### config.mk
export PLATFORM = sky130hd
export DESIGN_NAME = lane_status_monitor
export DESIGN_NICKNAME = d
export VERILOG_FILES = /design/src/design/lane_status_pkg.sv /design/src/design/lane_err_counter.sv /design/src/design/lane_status_monitor.sv
export SDC_FILE = /design/constraint.sdc
export NUM_CORES = 1
export LEC_CHECK = 0
export ABC_AREA = 1
export BUFFER_PORTS_ARGS = -buffer_cell sky130_fd_sc_hd__buf_2
export CELL_PAD_IN_SITES_DETAIL_PLACEMENT = 0
export CELL_PAD_IN_SITES_GLOBAL_PLACEMENT = 1
export CORE_MARGIN = 2
export CORE_UTILIZATION = 25
export CTS_CLUSTER_SIZE = 25
export DETAILED_ROUTE_END_ITERATION = 10
export PLACE_DENSITY = 0.6
export SLEW_MARGIN = 20
export SYNTH_ARGS = -nofsm -noshare
export SYNTH_HDL_FRONTEND = slang
export SYNTH_SLANG_ARGS = --single-unit
### constraint.sdc
create_clock -name sys_clk_i -period 2.9 [get_ports sys_clk_i]
set_input_delay 0.58 -clock sys_clk_i [delete_from_list [all_inputs] [get_ports sys_clk_i]]
set_output_delay 0.58 -clock sys_clk_i [all_outputs]
set_load 0.01 [all_outputs]
### src/design/lane_status_pkg.sv
// Constants shared by the lane status monitor and its error counters.
// Assumes the APB slave sits on a 16-bit byte address, 32-bit data.

package lane_status_pkg;

  // ----------------------------------------------------------------
  // Sizes
  // ----------------------------------------------------------------
  localparam int NUM_LINKS = 2;   // Links selectable by the page
  localparam int NUM_LANES = 2;   // Lanes covered: lane 2 and lane 3
  localparam int ERR_TYPES = 3;   // Disparity, invalid, unexpected
  localparam int CNT_W     = 8;   // Counter and threshold width
  localparam int ADDR_W    = 16;  // APB byte address width
  localparam int DATA_W    = 32;  // APB data width
  localparam int IDX_W     = 14;  // Word index width
  localparam int IRQ_W     = 3;   // Interrupt status width
  localparam int SYNC_W    = 5;   // Lane 2 synchronisation levels

  // ----------------------------------------------------------------
  // Register indices; byte address is four times the index
  // ----------------------------------------------------------------
  localparam logic [IDX_W-1:0] IDX_LINK_PAGE    = 14'h0300;
  localparam logic [IDX_W-1:0] IDX_LANE2_STATUS = 14'h04B2;
  localparam logic [IDX_W-1:0] IDX_LANE3_STATUS = 14'h04B3;
  localparam logic [IDX_W-1:0] IDX_ERR_THRESH   = 14'h0310;
  localparam logic [IDX_W-1:0] IDX_CNT_CTRL     = 14'h0311;
  localparam logic [IDX_W-1:0] IDX_IRQ_STATUS   = 14'h0320;
  localparam logic [IDX_W-1:0] IDX_IRQ_MASK     = 14'h0321;

  // ----------------------------------------------------------------
  // Lane status byte layout
  // ----------------------------------------------------------------
  localparam int BIT_DISP   = 7;
  localparam int BIT_NIT    = 6;
  localparam int BIT_UEK    = 5;
  localparam int BIT_DESKEW = 4;
  localparam int BIT_ILA    = 3;
  localparam int BIT_CKSUM  = 2;
  localparam int BIT_FRAME  = 1;
  localparam int BIT_CGS    = 0;

  // Error type slots within one lane
  localparam int ERR_DISP = 0;
  localparam int ERR_NIT  = 1;
  localparam int ERR_UEK  = 2;

  // Interrupt status layout
  localparam int IRQ_THRESH     = 0;
  localparam int IRQ_SYNC_LOST  = 1;
  localparam int IRQ_ALIGN_LOST = 2;

  // Control register layout
  localparam int CTRL_CLR = 0;

  // ----------------------------------------------------------------
  // Reset values
  // ----------------------------------------------------------------
  localparam logic [CNT_W-1:0]  THRESH_RST = 8'hFF;
  localparam logic [CNT_W-1:0]  PAGE_RST   = 8'h00;
  localparam logic [IRQ_W-1:0]  IRQ_RST    = 3'h0;
  localparam logic [DATA_W-1:0] DATA_ZERO  = 32'h0000_0000;

endpackage

### src/design/lane_err_counter.sv
// One saturating error counter with its threshold flag.
// Assumes increments and clears come from logic on the same clock.

module lane_err_counter
  import lane_status_pkg::*;
#(
  parameter int CW = CNT_W
) (
  // Clock and reset
  input  wire logic          sys_clk_i,
  input  wire logic          arst_n_i,
  // Control
  input  wire logic          clr_i,
  input  wire logic          inc_i,
  input  wire logic [CW-1:0] thresh_i,
  // Result
  output logic      [CW-1:0] count_o,
  output logic               flag_o
);

  typedef struct packed {
    logic [CW-1:0] count;
    logic          flag;
  } cnt_state_t;

  localparam logic [CW-1:0] CNT_MAX = {CW{1'b1}};
  localparam logic [CW-1:0] CNT_ONE = {{(CW-1){1'b0}}, 1'b1};

  cnt_state_t st_reg;
  cnt_state_t st_next;

  // ----------------------------------------------------------------
  // Next state
  // ----------------------------------------------------------------
  // Count one per event and stop at the top so it never wraps
  always_comb begin
    st_next = st_reg;
    if (clr_i) begin
      st_next.count = '0;
    end else if (inc_i && (st_reg.count != CNT_MAX)) begin
      st_next.count = st_reg.count + CNT_ONE;
    end
    st_next.flag = (st_next.count >= thresh_i);
  end

  // State register, zero out of reset
  always_ff @(posedge sys_clk_i or negedge arst_n_i) begin
    if (!arst_n_i) begin
      st_reg <= '0;
    end else begin
      st_reg <= st_next;
    end
  end

  assign count_o = st_reg.count;
  assign flag_o  = st_reg.flag;

endmodule

### src/design/lane_status_monitor.sv
// Lane status monitor: error thresholds and lane 2/3 status bytes.
// Assumes lane events and levels come from decoder logic on sys_clk_i
// and software reaches the registers through an APB slave port.
//
// Operation
// - Lane 2 bit 7: disparity count at threshold
// - Lane 2 bit 6: invalid symbol count at threshold
// - Lane 2 bit 5: unexpected control count at threshold
// - Lane 2 bit 4: interlane deskew achieved
// - Lane 2 bit 3: initial lane alignment achieved
// - Lane 2 bit 2: configuration checksum correct
// - Lane 2 bit 1: frame alignment held
// - Lane 2 bit 0: code group sync achieved
// - Lane 3 bits 7..5: three threshold flags
// - Status reads follow the selected link page
// - Flag is count at or above threshold

module lane_status_monitor
  import lane_status_pkg::*;
#(
  parameter int                LINKS      = NUM_LINKS,
  parameter logic [CNT_W-1:0]  THRESH_DEF = THRESH_RST
) (
  // Clock and reset
  input  wire logic                               sys_clk_i,
  input  wire logic                               arst_n_i,
  // APB slave
  input  wire logic [ADDR_W-1:0]                  paddr_i,
  input  wire logic                               psel_i,
  input  wire logic                               penable_i,
  input  wire logic                               pwrite_i,
  input  wire logic [DATA_W-1:0]                  pwdata_i,
  input  wire logic [3:0]                         pstrb_i,
  output logic      [DATA_W-1:0]                  prdata_o,
  output logic                                    pready_o,
  output logic                                    pslverr_o,
  // Decoder error events, one cycle each, [link][lane 2/3]
  input  wire logic [LINKS-1:0][NUM_LANES-1:0]    disp_err_i,
  input  wire logic [LINKS-1:0][NUM_LANES-1:0]    invalid_sym_i,
  input  wire logic [LINKS-1:0][NUM_LANES-1:0]    unexp_ctrl_i,
  // Lane 2 synchronisation levels, per link
  input  wire logic [LINKS-1:0]                   lane2_codegroup_sync_i,
  input  wire logic [LINKS-1:0]                   lane2_frame_sync_i,
  input  wire logic [LINKS-1:0]                   lane2_config_sum_i,
  input  wire logic [LINKS-1:0]                   lane2_initial_align_i,
  input  wire logic [LINKS-1:0]                   lane2_deskew_i,
  // Interrupt
  output logic                                    irq_o
);

  // ----------------------------------------------------------------
  // Types and state
  // ----------------------------------------------------------------
  // Number of error counters in the block
  localparam int NCNT = LINKS * NUM_LANES * ERR_TYPES;

  // Every register of the block except the error counters lives in this one struct
  typedef struct packed {
    logic [CNT_W-1:0]            page;
    logic [CNT_W-1:0]            thresh;
    logic                        clr;
    logic [IRQ_W-1:0]            irq_stat;
    logic [IRQ_W-1:0]            irq_mask;
    logic [DATA_W-1:0]           rdata;
    logic [LINKS-1:0][SYNC_W-1:0] sync;
    logic [NCNT-1:0]             flag_prev;
    logic                        irq;
  } mon_state_t;

  mon_state_t st_reg;
  mon_state_t st_next;

  // Counter hookup, flattened as ((link*lanes)+lane)*types+type
  logic [NCNT-1:0] ev_vec;
  logic [NCNT-1:0] flag_vec;

  // Bus decode
  logic [IDX_W-1:0] idx;
  logic             setup_ph;
  logic             access_ph;
  logic             hit;
  logic             hit_ro;

  // ----------------------------------------------------------------
  // Error counters
  // ----------------------------------------------------------------
  // One counter per link, lane and error type
  // Counters saturate, so a noisy lane never wraps its flag off
  for (genvar g = 0; g < NCNT; g++) begin : g_cnt
    // Slot number decoded back to link, lane and type
    localparam int LK = g / (NUM_LANES * ERR_TYPES);
    localparam int LN = (g / ERR_TYPES) % NUM_LANES;
    localparam int TY = g % ERR_TYPES;

    // Pick the event line for this slot
    if (TY == ERR_DISP) begin : g_disp
      assign ev_vec[g] = disp_err_i[LK][LN];
    end else if (TY == ERR_NIT) begin : g_nit
      assign ev_vec[g] = invalid_sym_i[LK][LN];
    end else begin : g_uek
      assign ev_vec[g] = unexp_ctrl_i[LK][LN];
    end

    lane_err_counter #(
      .CW       (CNT_W)
    ) u_cnt (
      .sys_clk_i (sys_clk_i),
      .arst_n_i  (arst_n_i),
      .clr_i     (st_reg.clr),
      .inc_i     (ev_vec[g]),
      .thresh_i  (st_reg.thresh),
      .count_o   (),
      .flag_o    (flag_vec[g])
    );
  end

  // ----------------------------------------------------------------
  // Status byte assembly
  // ----------------------------------------------------------------
  // Build the status byte of one lane of one link
  function automatic logic [CNT_W-1:0] lane_byte(
    input logic [NCNT-1:0]              flags,
    input logic [LINKS-1:0][SYNC_W-1:0] sync,
    input logic [CNT_W-1:0]             page,
    input int                           lane
  );
    logic [CNT_W-1:0] b;
    int               base;
    b    = '0;
    base = 0;
    // Pages past the last link read as zero
    if (int'(page) < LINKS) begin
      base = (int'(page) * NUM_LANES + lane) * ERR_TYPES;
      // Both lanes carry the three threshold flags
      b[BIT_DISP] = flags[base + ERR_DISP];
      b[BIT_NIT]  = flags[base + ERR_NIT];
      b[BIT_UEK]  = flags[base + ERR_UEK];
      // Synchronisation levels are kept for lane 2 only
      if (lane == 0) begin
        b[BIT_DESKEW] = sync[page][BIT_DESKEW];
        b[BIT_ILA]    = sync[page][BIT_ILA];
        b[BIT_CKSUM]  = sync[page][BIT_CKSUM];
        b[BIT_FRAME]  = sync[page][BIT_FRAME];
        b[BIT_CGS]    = sync[page][BIT_CGS];
      end
    end
    return b;
  endfunction

  // ----------------------------------------------------------------
  // APB decode
  // ----------------------------------------------------------------
  // Word index and phase qualifiers
  // Address bits 1:0 are ignored; every register is one word
  assign idx       = paddr_i[ADDR_W-1:2];
  assign setup_ph  = psel_i && !penable_i;
  assign access_ph = psel_i && penable_i;

  // Address map; status bytes refuse writes
  // Unmapped indices answer with pslverr and read as zero
  always_comb begin
    hit    = 1'b0;
    hit_ro = 1'b0;
    case (idx)
      IDX_LINK_PAGE,
      IDX_ERR_THRESH,
      IDX_CNT_CTRL,
      IDX_IRQ_MASK: begin
        hit = 1'b1;
      end
      IDX_LANE2_STATUS,
      IDX_LANE3_STATUS,
      IDX_IRQ_STATUS: begin
        hit    = 1'b1;
        hit_ro = 1'b1;
      end
      default: begin
        hit    = 1'b0;
        hit_ro = 1'b0;
      end
    endcase
  end

  // ----------------------------------------------------------------
  // Next state
  // ----------------------------------------------------------------
  always_comb begin
    logic [IRQ_W-1:0]  evt;
    logic [IRQ_W-1:0]  rd_clr;
    logic [DATA_W-1:0] rd;
    logic              wr_ok;
    evt    = '0;
    rd_clr = '0;
    rd     = DATA_ZERO;
    wr_ok  = 1'b0;
    st_next = st_reg;
    // Counter clear is a one-cycle strobe
    st_next.clr = 1'b0;

    // Sample the lane 2 synchronisation levels of every link
    for (int l = 0; l < LINKS; l++) begin
      st_next.sync[l][BIT_CGS]    = lane2_codegroup_sync_i[l];
      st_next.sync[l][BIT_FRAME]  = lane2_frame_sync_i[l];
      st_next.sync[l][BIT_CKSUM]  = lane2_config_sum_i[l];
      st_next.sync[l][BIT_ILA]    = lane2_initial_align_i[l];
      st_next.sync[l][BIT_DESKEW] = lane2_deskew_i[l];
      // Loss compares the level held one cycle earlier
      // Falling sync, frame, alignment or deskew levels raise loss events
      if ((st_reg.sync[l][BIT_CGS] && !lane2_codegroup_sync_i[l]) ||
          (st_reg.sync[l][BIT_FRAME] && !lane2_frame_sync_i[l])) begin
        evt[IRQ_SYNC_LOST] = 1'b1;
      end
      if ((st_reg.sync[l][BIT_ILA] && !lane2_initial_align_i[l]) ||
          (st_reg.sync[l][BIT_DESKEW] && !lane2_deskew_i[l])) begin
        evt[IRQ_ALIGN_LOST] = 1'b1;
      end
    end

    // A flag crossing its threshold raises an event
    // History and flags both reset to zero: no false edge
    evt[IRQ_THRESH]   = |(flag_vec & ~st_reg.flag_prev);
    st_next.flag_prev = flag_vec;

    // Read data are captured in the setup phase
    // so prdata_o is a flop and a read-clear drops only what was seen
    case (idx)
      IDX_LINK_PAGE:    rd[CNT_W-1:0] = st_reg.page;
      IDX_ERR_THRESH:   rd[CNT_W-1:0] = st_reg.thresh;
      IDX_IRQ_STATUS:   rd[IRQ_W-1:0] = st_reg.irq_stat;
      IDX_IRQ_MASK:     rd[IRQ_W-1:0] = st_reg.irq_mask;
      IDX_CNT_CTRL:     rd = DATA_ZERO;  // Clear is a strobe
      IDX_LANE2_STATUS: begin
        rd[CNT_W-1:0] = lane_byte(flag_vec, st_reg.sync,
                                  st_reg.page, 0);
      end
      IDX_LANE3_STATUS: begin
        rd[CNT_W-1:0] = lane_byte(flag_vec, st_reg.sync,
                                  st_reg.page, 1);
      end
      default:          rd = DATA_ZERO;
    endcase
    if (setup_ph && !pwrite_i) begin
      st_next.rdata = rd;
    end

    // Writes land at the access edge, low byte lane only
    // Read-only and unmapped targets never change state
    wr_ok = access_ph && pwrite_i && hit && !hit_ro && pstrb_i[0];
    if (wr_ok) begin
      case (idx)
        IDX_LINK_PAGE:  st_next.page     = pwdata_i[CNT_W-1:0];
        IDX_ERR_THRESH: st_next.thresh   = pwdata_i[CNT_W-1:0];
        IDX_CNT_CTRL:   st_next.clr      = pwdata_i[CTRL_CLR];
        IDX_IRQ_MASK:   st_next.irq_mask = pwdata_i[IRQ_W-1:0];
        default:        st_next.clr      = 1'b0;
      endcase
    end

    // Reading status clears only the bits that were returned
    if (access_ph && !pwrite_i && (idx == IDX_IRQ_STATUS)) begin
      rd_clr = st_reg.rdata[IRQ_W-1:0];
    end
    // A new event in the clearing cycle survives
    st_next.irq_stat = (st_reg.irq_stat & ~rd_clr) | evt;
    // Interrupt level is registered so irq_o comes from a flop
    st_next.irq = |(st_next.irq_stat & st_next.irq_mask);
  end

  // ----------------------------------------------------------------
  // State register
  // ----------------------------------------------------------------
  // Everything comes out of reset at zero except the threshold
  always_ff @(posedge sys_clk_i or negedge arst_n_i) begin
    if (!arst_n_i) begin
      st_reg.clr       <= 1'b0;
      st_reg.sync      <= '0;
      st_reg.flag_prev <= '0;
      st_reg.irq       <= 1'b0;
      st_reg.page      <= PAGE_RST;
      st_reg.thresh    <= THRESH_DEF;
      st_reg.irq_stat  <= IRQ_RST;
      st_reg.irq_mask  <= IRQ_RST;
      st_reg.rdata     <= DATA_ZERO;
    end else begin
      st_reg <= st_next;
    end
  end

  // ----------------------------------------------------------------
  // Outputs
  // ----------------------------------------------------------------
  // Zero-wait slave; errors for unmapped or read-only writes
  // A write with pstrb_i[0] low to a writable register is dropped without an error
  assign pready_o  = 1'b1;
  assign pslverr_o = access_ph && (!hit || (pwrite_i && hit_ro));
  assign prdata_o  = st_reg.rdata;

  // Level interrupt while any unmasked status bit is set
  assign irq_o = st_reg.irq;

endmodule

==> results of run 1 <==
## cell usage after synthesis (all sizes together)
cell type  number  share of area, %
nand2         263               9.5
inv           190               6.7
dfrtp         154                36
nor2          149               5.8
ha            111                13
a21oi         104               4.9
o21ai          87               4.4
nand3          75               3.9
nor3           42               2.0
buf            36               2.6
nand4          28               1.8
o2111ai        14               1.2
clkbuf         13              0.46
xor2           10              0.82
o22ai           9              0.53
dfstp           8               2.0
o211ai          8              0.56
and3            6              0.35
nor3b           6              0.42
nor4            6              0.47
o21a            6              0.42
xnor2           6              0.49
nand3b          4              0.28
a31oi           3              0.18
o21bai          3              0.21
o221ai          3              0.25
a22oi           2              0.14
clkinv          2             0.070
conb            2             0.070
a211oi          1             0.070
mux2i           1             0.094
o211a           1             0.094
o31ai           1             0.070
or2             1             0.059
## cells by family (layout without fill, tap and decap cells)
family / Yosys count / after routing
simple gates: 580 / 580
compound gates: 242 / 242
buf+inv: 241 / 292
flops: 162 / 162
fa+ha+maj: 111 / 111
xor+xnor: 16 / 16
other cells: 2 / 25
mux: 1 / 1
## area by class of cell
cell class	instances	share of cell area [%]
repair buffers	68	3.47
multi-input cells	975	46.6
inverters	192	5.96
flip-flops and latches	162	33.6
clock buffers	17	3.52
clock inverters	15	1.22
well taps	539	5.58
## cells in the final DEF, fill, tap and decap left out, drive strengths merged, types with 4 or more instances in the layout
| cell type | count |
|---|---|
| xor2 | 10 |
| inv | 198 |
| o211ai | 8 |
| nor3 | 42 |
| and3 | 6 |
| a21oi | 104 |
| o21ai | 87 |
| ha | 111 |
| dfrtp | 154 |
| dfstp | 8 |
| conb | 25 |
| buf | 68 |
| xnor2 | 6 |
| nand2 | 263 |
| nor3b | 6 |
| nor4 | 6 |
| clkbuf | 17 |
| nand3 | 75 |
| clkinv | 6 |
| o22ai | 9 |
| nand3b | 4 |
| nor2 | 149 |
| o2111ai | 14 |
| nand4 | 28 |
| o21a | 6 |
## metal layers
metal / track usage [%] / wire length, um / up-vias
met4: 3.59 / 369 / 0
met1: 17.5 / 13800 / 4076
met2: 22.1 / 13200 / 112
met3: 2.26 / 685 / 23
li1: - / - / 4594
met5: 0 / 0 / -
## stage by stage
step	setup slack, ns	hold WS [ns]	cell area (um^2)	utilization [%]
after floorplan	0.685	0.284	10700	-
after global placement	0.310	0.388	11500	27.4
after detailed placement	0.264	0.389	11500	27.4
after CTS	0.283	0.172	12100	28.7
after global routing	0.0300	0.180	12100	28.7
final	0.275	0.140	12100	28.7
## where the power goes
part | internal [mW] | leakage [nW] | switching [mW]
clock | 1.21 | 0.279 | 1.06
sequential | 2.98 | 1.89 | 0.570
combinational | 1.39 | 3.76 | 2.03
## path summary, 6_finish.rpt
| check | from | end | slack [ns] | cells past startpoint |
|---|---|---|---|---|
| min in group sys_clk_i | lane2_config_sum_i[1] | st_reg[20]$_DFF_PN0_ | 0.26 | 1 |
| min | arst_n_i | prdata_o[1]$_DFFE_PN0P_ | 0.14 | 1 |
| min reg2reg | g_cnt[4].u_cnt.flag_o$_DFF_PN0_ | st_reg[5]$_DFF_PN0_ | 0.40 | 0 |
| max in group asynchronous | arst_n_i | g_cnt[3].u_cnt.count_o[3]$_DFF_PN0_ | 2.05 | 2 |
| max | g_cnt[8].u_cnt.count_o[1]$_DFF_PN0_ | g_cnt[8].u_cnt.flag_o$_DFF_PN0_ | 0.27 | 14 |
| max reg2reg | g_cnt[8].u_cnt.count_o[1]$_DFF_PN0_ | g_cnt[8].u_cnt.flag_o$_DFF_PN0_ | 0.27 | 14 |
==> metrics.cfg, run 1 <==
[outcome]
outcome=finished clean

[placed_design]
dp.cells=1936
hpwlAfterDp_mm=20.2
io_buffer_count=59
gp_congestion=0.769

[min_path]
min-delay-path-class=in -> async

[route]
drtIter0Drc=457
postRouteAntennaNets=0
viasPerCell=4.47
drc=0
drt_wl_total_mm=28.1
post_drt_wl_per_cell_um=14.3
dr.pass1.iters=5
num_vias=8805

[global_route]
overflow=0
grt_max_degree=71
grt_pass1_wl_mm=46.0
antenna_found_initial=0
grt_pass1_vias=8723
grt_usage_pct=13.2

[layout]
largest_reg_flops=96
syn_to_final_growth_pct=13.4
num-fill-cells=4544
antenna_cells=0
multi_input_area_um2=5630
finalNetCount=1606
fin_cells=1968
drive_gt1_share_pct=10.3
regArea_um2=4070

[timing]
final.min_clock_period_ns=2.63
finalHoldViolCount=0
slew_viol_final=0
grt_setup_unrepaired=false
fmax_ghz=0.381
fin_skew_ns=0.00997
worstMarginPinSlew_ns=0.906
setup-violations-final=0
setup_tns_ns=0
max_slew_margin_pct=39.5
post-route-period-util_pct=90.5

[worst_setup_path]
slowest_delay_ns=0.37
slowest_stage=dfrtp_1
crit_path_end_kind=flop
path_cells=ha_1 > inv_1 > nor4_2 > nand3_1 > nand2_2 > inv_1 > nand3_1 > nand2_1 > a21oi_1 > ha_1 > nand2_1 > nor2_1 > nand4_1 > o2111ai_1
crit_arrival_ns=2.93
critPathRequiredTime_ns=3.21
crit_path_max_fanout=9
path_class=reg -> reg
cp_top_family=simple AND/OR/NAND/NOR gates
cp.buffers_inverters=2
start_kind=flop

[yosys]
synth-seq-cells=162
synth.avg_cell_area_um2=7.86
synth_cells=1355
synth-simple-area-share_pct=24.6
synth-xor-area-share_pct=1.32
yosysSeqAreaShare_pct=38.1
synthAdderAreaFrac_pct=13.0
synth_top_family_by_area=simple AND/OR/NAND/NOR gates
ys_warn_count=0
synthMuxAreaShare_pct=0.0939
synth-compound-area-share_pct=13.0
synthDistinctLibCells=49
syn-cell-area_um2=10700

[clock_network]
clock-sinks=162
htree_levels=4
clkTransAtPathRegs_ns=0.07
postCtsSetupBuffers=0
numCtsBuffers=17
cts_root_buffer=clkbuf_16
worstSkewPairLatency_ns=0.44
cts_buffer_depth=2
cts_tree=yes
hold_buffers=0
post_cts_resized=0

[floorplanning]
start_util_pct=25.3
dieArea_um2=44300
fp.dieH_um=210
coreArea_um2=42000
die_w_um=210
io_pins=114
num_rows=75

[job]
cap_viol_max_count=0

[power_and_ir_drop]
p_leak_nw=5.93
ir_drop_uv=410
power_mw=9.24
power_density_nw_per_um2=765

No activity file was read; power rests on OpenSTA's default activity.
==> run 2: changes to the inputs <==
--- a/config.mk
+++ b/config.mk
@@ -5,7 +5,6 @@
 export SDC_FILE = /design/constraint.sdc
 export NUM_CORES = 1
 export LEC_CHECK = 0
-export ABC_AREA = 1
 export BUFFER_PORTS_ARGS = -buffer_cell sky130_fd_sc_hd__buf_2
 export CELL_PAD_IN_SITES_DETAIL_PLACEMENT = 0
 export CELL_PAD_IN_SITES_GLOBAL_PLACEMENT = 1
@@ -13,7 +12,7 @@
 export CORE_UTILIZATION = 25
 export CTS_CLUSTER_SIZE = 25
 export DETAILED_ROUTE_END_ITERATION = 10
-export PLACE_DENSITY = 0.6
+export PLACE_DENSITY = 0.58
 export SLEW_MARGIN = 20
 export SYNTH_ARGS = -nofsm -noshare
 export SYNTH_HDL_FRONTEND = slang
==> metrics.cfg, run 2 <==
[layout]
drive_gt1_share_pct=20.1  ; +9.8 points
syn_to_final_growth_pct=19.3
antenna_cells=0  ; unchanged
layout_commonest_cell=dfrtp_1
largest_reg_flops=96  ; unchanged
multi_input_area_um2=5530  ; -1.9%
num-fill-cells=4113  ; -9.5%
regArea_um2=4070  ; about the same
final_cell_mix=152 x dfrtp_1, 104 x ha_1, 90 x nor2_1
finalNetCount=1286  ; -20%

[floorplanning]
coreArea_um2=39500  ; -6.1%
start_util_pct=25.2  ; -0.18 points
fp.dieH_um=203  ; -3.4%
num_rows=73  ; -2.7%
io_pins=114  ; unchanged
die_w_um=203  ; -3.4%
dieArea_um2=41300  ; -6.7%

[placed_design]
io_buffer_count=59  ; unchanged
hpwlAfterDp_mm=17.2  ; -15%
gp_congestion=0.775  ; +0.70%

[worst_setup_path]
start_kind=flop
crit_path_end_kind=flop
crit_arrival_ns=3.08  ; +0.15 ns
reg2reg_from=g_cnt[4].u_cnt.count_o[0]$_DFF_PN0_
reg2regPathDepth=12  ; -2
critPathRequiredTime_ns=3.21  ; about the same
crit_start=g_cnt[4].u_cnt.count_o[0]$_DFF_PN0_
crit_path_max_fanout=3  ; -6
path_class=reg -> reg

[route]
drtIter0Drc=328  ; -28%
postRouteAntennaNets=0  ; unchanged
post_drt_wl_per_cell_um=14.8  ; +4.2%
drt_wl_total_mm=24.3  ; -14%
viasPerCell=4.43  ; -0.98%
dr.pass1.iters=4  ; -1
num_vias=7239  ; -18%
drc=0  ; unchanged

[clock_network]
worstSkewPairLatency_ns=0.43  ; about the same
htree_levels=4  ; unchanged
cts_root_buffer=clkbuf_16
hold_buffers=0  ; unchanged
cts_tree=yes
clock-sinks=162  ; unchanged
cts_buffer_depth=2  ; unchanged
numCtsBuffers=17  ; unchanged
clkTransAtPathRegs_ns=0.07  ; about the same

[yosys]
syn-cell-area_um2=9930  ; -6.8%
synth.most_common_cell=dfrtp_1
synth.avg_cell_area_um2=10.0  ; +28%
ys_warn_count=0  ; unchanged
synth-edff-count=0  ; unchanged
synth_top_cell_area_share_pct=38.8  ; +2.6 points
synth_common_cells=154 x dfrtp_1, 111 x ha_1, 90 x nor2_1, 71 x nand2_1, 45 x xor2_1
synthDistinctLibCells=64  ; +31%
synthTopCellsByArea=dfrtp_1 39%, ha_1 14%, xor2_1 4.0%
yosysSeqAreaShare_pct=40.9  ; +2.8 points
synth-seq-cells=162  ; unchanged
synth_top_area_cell=dfrtp_1
ys.flop_type=dfrtp_1
synth_cells=990  ; -27%
async_flop_share_pct=100  ; unchanged

[timing]
worstMarginPinSlew_ns=0.796  ; -0.110 ns
slew_viol_final=0  ; unchanged
fin_hold_ws_ns=0.120  ; -0.0202 ns
setup_tns_ns=0  ; unchanged
finalHoldViolCount=0  ; unchanged
fmax_ghz=0.361  ; -5.3%
setup-violations-final=0  ; unchanged
post-route-period-util_pct=95.5  ; +5.0 points
final.min_clock_period_ns=2.77  ; +0.146 ns
max_slew_margin_pct=46.9  ; +7.3 points
fin_skew_ns=0.00938  ; -0.000585 ns

[global_route]
gr-usage-met2_pct=20.0  ; -2.1 points
grt.met1_usage_pct=17.0  ; -0.55 points
grt_pass1_vias=7496  ; -14%
grt.busiest_layer=met2
grt_usage_pct=12.4  ; -0.78 points
grt_pass1_wl_mm=40.3  ; -13%
use_met3_pct=2.35  ; +0.084 points
grt_max_degree=63  ; -11%
overflow=0  ; unchanged
antenna_found_initial=0  ; unchanged

[job]
cap_viol_max_count=0  ; unchanged

[power_and_ir_drop]
ir_drop_uv=294  ; -28%
power_density_nw_per_um2=817  ; +6.8%
power_mw=9.67  ; +4.7%
p_leak_nw=5.32  ; -10%

[outcome]
outcome=finished clean

[min_path]
min-delay-path-class=in -> async

run 2: cell count changes after synthesis, moves of 33 or more:
cell	delta
a21oi_1	-62
inv_1	-141
nand2_1	-186
nand3_1	-33
nor2_1	-50
o21ai_0	-36
xor2_1	+35
run 2: layout make-up:
class | instances | share of cell area [%]
multi-input combinational | 754 | 46.7
sequential | 162 | 34.3
timing repair buffer | 117 | 6.75
tap | 525 | 5.55
clock buffer | 20 | 3.77
clock inverter | 12 | 1.52
inverter | 44 | 1.39
run 2: logic make-up (layout without fill, tap and decap cells):
group | Yosys count | after routing | share of synthesized area (%)
xor gates and xnor gates | 77 | 77 | 6.79
muxes | 39 | 39 | 4.73
adders and majority gates | 111 | 111 | 14.0
and+or+nand+nor | 323 | 323 | 16.5
buffers and inverters | 97 | 193 | 5.00
other | 2 | 25 | 0.0756
AOI/OAI and AO/OA | 179 | 179 | 12.0
DFF | 162 | 162 | 40.9
run 2: final timing paths:
path	end	slack, ns
min reg2reg	st_reg[5]$_DFF_PN0_	0.45
min	g_cnt[3].u_cnt.count_o[1]$_DFF_PN0_	0.12
min in group sys_clk_i	st_reg[15]$_DFF_PN0_	0.25
max	g_cnt[4].u_cnt.flag_o$_DFF_PN0_	0.13
max reg2reg	g_cnt[4].u_cnt.flag_o$_DFF_PN0_	0.13
max in group asynchronous	g_cnt[11].u_cnt.count_o[4]$_DFF_PN0_	1.98
run 2: per-stage QoR:
step	util, %	worst slack [ns]	instance area [um^2]	cells
floorplan	-	0.0728	10000	1013
global placement	28.0	0.0884	11100	1590
detailed placement	28.0	0.0802	11100	1590
CTS	29.6	0.0333	11700	1622
global route	30.0	-0.00554	11800	1634
finish	30.0	0.129	11800	1634
run 2: power by group:
group	total (mW)	switching, mW	internal, mW	leakage (nW)
Clock	2.44	0.966	1.47	0.301
Sequential	3.65	0.672	2.98	1.99
Combinational	3.58	1.75	1.83	3.02
Total	9.67	3.39	6.29	5.32
run 2: worst max-delay path: stages (launching register included):
cell and delay [ns]:
dfrtp_1 0.41, ha_1 0.22, and3_1 0.19, a31oi_4 0.18, xnor2_1 0.08, or2_2 0.29, ha_1 0.27, nand2b_1 0.14
a21o_1 0.18, a21o_1 0.17, a211o_1 0.30, a21oi_2 0.13, o21ai_0 0.10
run 2: what timing repair did:
item                       CTS  global route
setup endpoints to repair    0            10
gates resized for setup      0            22
setup buffers                0            12
run 2: routing by layer:
layer,part of all wire [%],vias to the layer above
met5,0,-
met4,1.3,0
met3,3.3,17
met2,46,104
met1,49,3427
li1,-,3691
==> run 3: changes to the inputs <==
==> constraint.sdc (replaced) <==
create_clock -name sys_clk_i -period 2.6 [get_ports sys_clk_i]
set_input_delay 0.52 -clock sys_clk_i [delete_from_list [all_inputs] [get_ports sys_clk_i]]
set_output_delay 0.52 -clock sys_clk_i [all_outputs]
set_load 0.01 [all_outputs]
==> metrics.cfg, run 3 (synthesized netlist as in run 2, its figures left out) <==
[route]
viasPerCell=4.43  ; about the same
drtIter0Drc=293  ; -11%
post_drt_wl_per_cell_um=14.7  ; -1.2%
drt_wl_total_mm=25.4  ; +4.7%
num_vias=7674  ; +6.0%
drc=0  ; unchanged
dr.pass1.iters=4  ; unchanged
postRouteAntennaNets=0  ; unchanged

[clock_network]
cts_buffer_depth=2  ; unchanged
cts_root_buffer=clkbuf_16
clock-sinks=162  ; unchanged
worstSkewPairLatency_ns=0.43  ; about the same
cts_tree=yes
clkTransAtPathRegs_ns=0.07  ; about the same
htree_levels=4  ; unchanged
numCtsBuffers=17  ; unchanged

[job]
cap_viol_max_count=0  ; unchanged

[worst_setup_path]
crit_path_end_kind=flop
crit_path_max_fanout=3  ; unchanged
cp.buffers_inverters=0  ; unchanged
crit_arrival_ns=2.86  ; -0.22 ns
cpMostUsedCell=a21o_1
start_kind=flop
cp_top_family=compound AO/OA/AOI/OAI gates
path_class=reg -> reg
slowest_stage=dfrtp_1
critPathRequiredTime_ns=2.90  ; -0.31 ns
path_cells=and4_4 > nand2_2 > o21a_1 > xnor2_1 > or2_4 > ha_4 > nand2b_4 > a21o_1 > a21o_1 > a211o_1 > a21oi_2 > o21ai_1
slowest_delay_ns=0.36  ; -0.05 ns
reg2reg_slack_ns=0.05  ; -0.08 ns

[layout]
drive_gt1_share_pct=30.9  ; +11 points
finalNetCount=1384  ; +7.6%
regArea_um2=4070  ; about the same
largest_reg_flops=96  ; unchanged
multi_input_area_um2=5930  ; +7.3%
syn_to_final_growth_pct=30.6
antenna_cells=0  ; unchanged
final_cell_mix=153 x dfrtp_1, 149 x buf_4, 89 x ha_1
num-fill-cells=4028  ; -2.1%
layout_commonest_cell=dfrtp_1

[power_and_ir_drop]
ir_drop_uv=408  ; +39%
p_leak_nw=5.88  ; +11%
power_density_nw_per_um2=927  ; +13%
power_mw=12.0  ; +24%

[timing]
setup-violations-final=0  ; unchanged
grt_setup_unrepaired=true
final.min_clock_period_ns=2.55  ; -0.216 ns
post-route-period-util_pct=98.2  ; +2.7 points
fin_skew_ns=0.0144  ; +0.00503 ns
setup_tns_ns=0  ; unchanged
finalHoldViolCount=0  ; unchanged
max_slew_margin_pct=40.7  ; -6.1 points
fmax_ghz=0.391  ; +8.5%
slew_viol_final=0  ; unchanged
worstMarginPinSlew_ns=0.888  ; +0.0917 ns

[global_route]
grt_pass1_wl_mm=40.9  ; +1.7%
overflow=0  ; unchanged
antenna_found_initial=0  ; unchanged
grt_pass1_vias=7862  ; +4.9%
grt_usage_pct=12.6  ; +0.16 points
grt_max_degree=56  ; -11%

[outcome]
outcome=finished clean

[placed_design]
gp_congestion=0.786  ; +1.5%
io_buffer_count=59  ; unchanged
hpwlAfterDp_mm=17.9  ; +4.3%

[floorplanning]
dieArea_um2=41300  ; unchanged
num_rows=73  ; unchanged
die_w_um=203  ; unchanged
fp.dieH_um=203  ; unchanged
io_pins=114  ; unchanged
coreArea_um2=39500  ; unchanged
start_util_pct=25.2  ; unchanged

[min_path]
min-delay-path-class=in -> async

## run 3: changes by cell type in the layout (fill, tap and decap cells not counted), sizes merged
cell	previous run	this run
buf	117	215
bufinv	4	2
clkbuf	20	22
clkinvlp	2	1
inv	46	47
## run 3: timing repair
action	4_1_cts	5_1_grt
setup buffers	10	15
pin swaps	52	100
setup endpoints to repair	12	12
hold buffers	0	0
gates resized for setup	42	51
## run 3: metal layers
| metal | vias to the layer above | GRT usage [%] | share of wire (%) |
|---|---|---|---|
| met2 | 76 | 21.4 | 49 |
| li1 | 3910 | - | - |
| met1 | 3679 | 16.5 | 48 |
| met5 | - | 0 | 0 |
| met3 | 9 | 2.05 | 2.2 |
| met4 | 0 | 3.39 | 0.61 |
## run 3: area by class of cell
class / instances / area share [%]
Inverter: 44 / 1.27
Timing Repair Buffer: 215 / 12.0
Clock inverter: 10 / 0.965
Tap cell: 525 / 5.07
Clock buffer: 22 / 3.66
Sequential cell: 162 / 31.3
Multi-Input combinational cell: 754 / 45.7
## run 3: path summary, 6_finish.rpt
| kind | startpoint | endpoint | cells after the start |
|---|---|---|---|
| setup / recovery | g_cnt[3].u_cnt.count_o[5]$_DFF_PN0_ | g_cnt[3].u_cnt.flag_o$_DFF_PN0_ | 12 |
| hold / removal | arst_n_i | g_cnt[7].u_cnt.count_o[0]$_DFF_PN0_ | 1 |
| setup reg to reg | g_cnt[3].u_cnt.count_o[5]$_DFF_PN0_ | g_cnt[3].u_cnt.flag_o$_DFF_PN0_ | 12 |
| hold reg to reg | g_cnt[2].u_cnt.flag_o$_DFF_PN0_ | st_reg[3]$_DFF_PN0_ | 0 |
| max in group asynchronous | arst_n_i | st_reg[65]$_DFFE_PN1P_ | 2 |
| min in group sys_clk_i | lane2_config_sum_i[1] | st_reg[20]$_DFF_PN0_ | 1 |
## run 3: where the power goes
part,internal (mW),switching (mW)
combinational,3.04,2.54
sequential,3.32,0.521
clock,1.51,1.08
## run 3: stage by stage
step	setup slack, ns	util (%)	area [um^2]	instances	hold WS [ns]
after floorplan	-0.0500	-	10100	1013	0.224
after global placement	-0.125	29.8	11700	1677	0.431
after detailed placement	-0.126	29.8	11700	1677	0.431
after CTS	-0.0472	31.8	12500	1719	0.0808
after global routing	-0.0897	32.9	13000	1732	0.102
final	0.0456	32.9	13000	1732	0.0849
## run 3: worst register-to-register path, stage by stage (launching register included)
cell,delay (ns)
dfrtp_1,0.36
and4_4,0.25
nand2_2,0.06
o21a_1,0.20
xnor2_1,0.13
or2_4,0.26
ha_4,0.21
nand2b_4,0.13
a21o_1,0.15
a21o_1,0.18
a211o_1,0.30
a21oi_2,0.14
o21ai_1,0.08
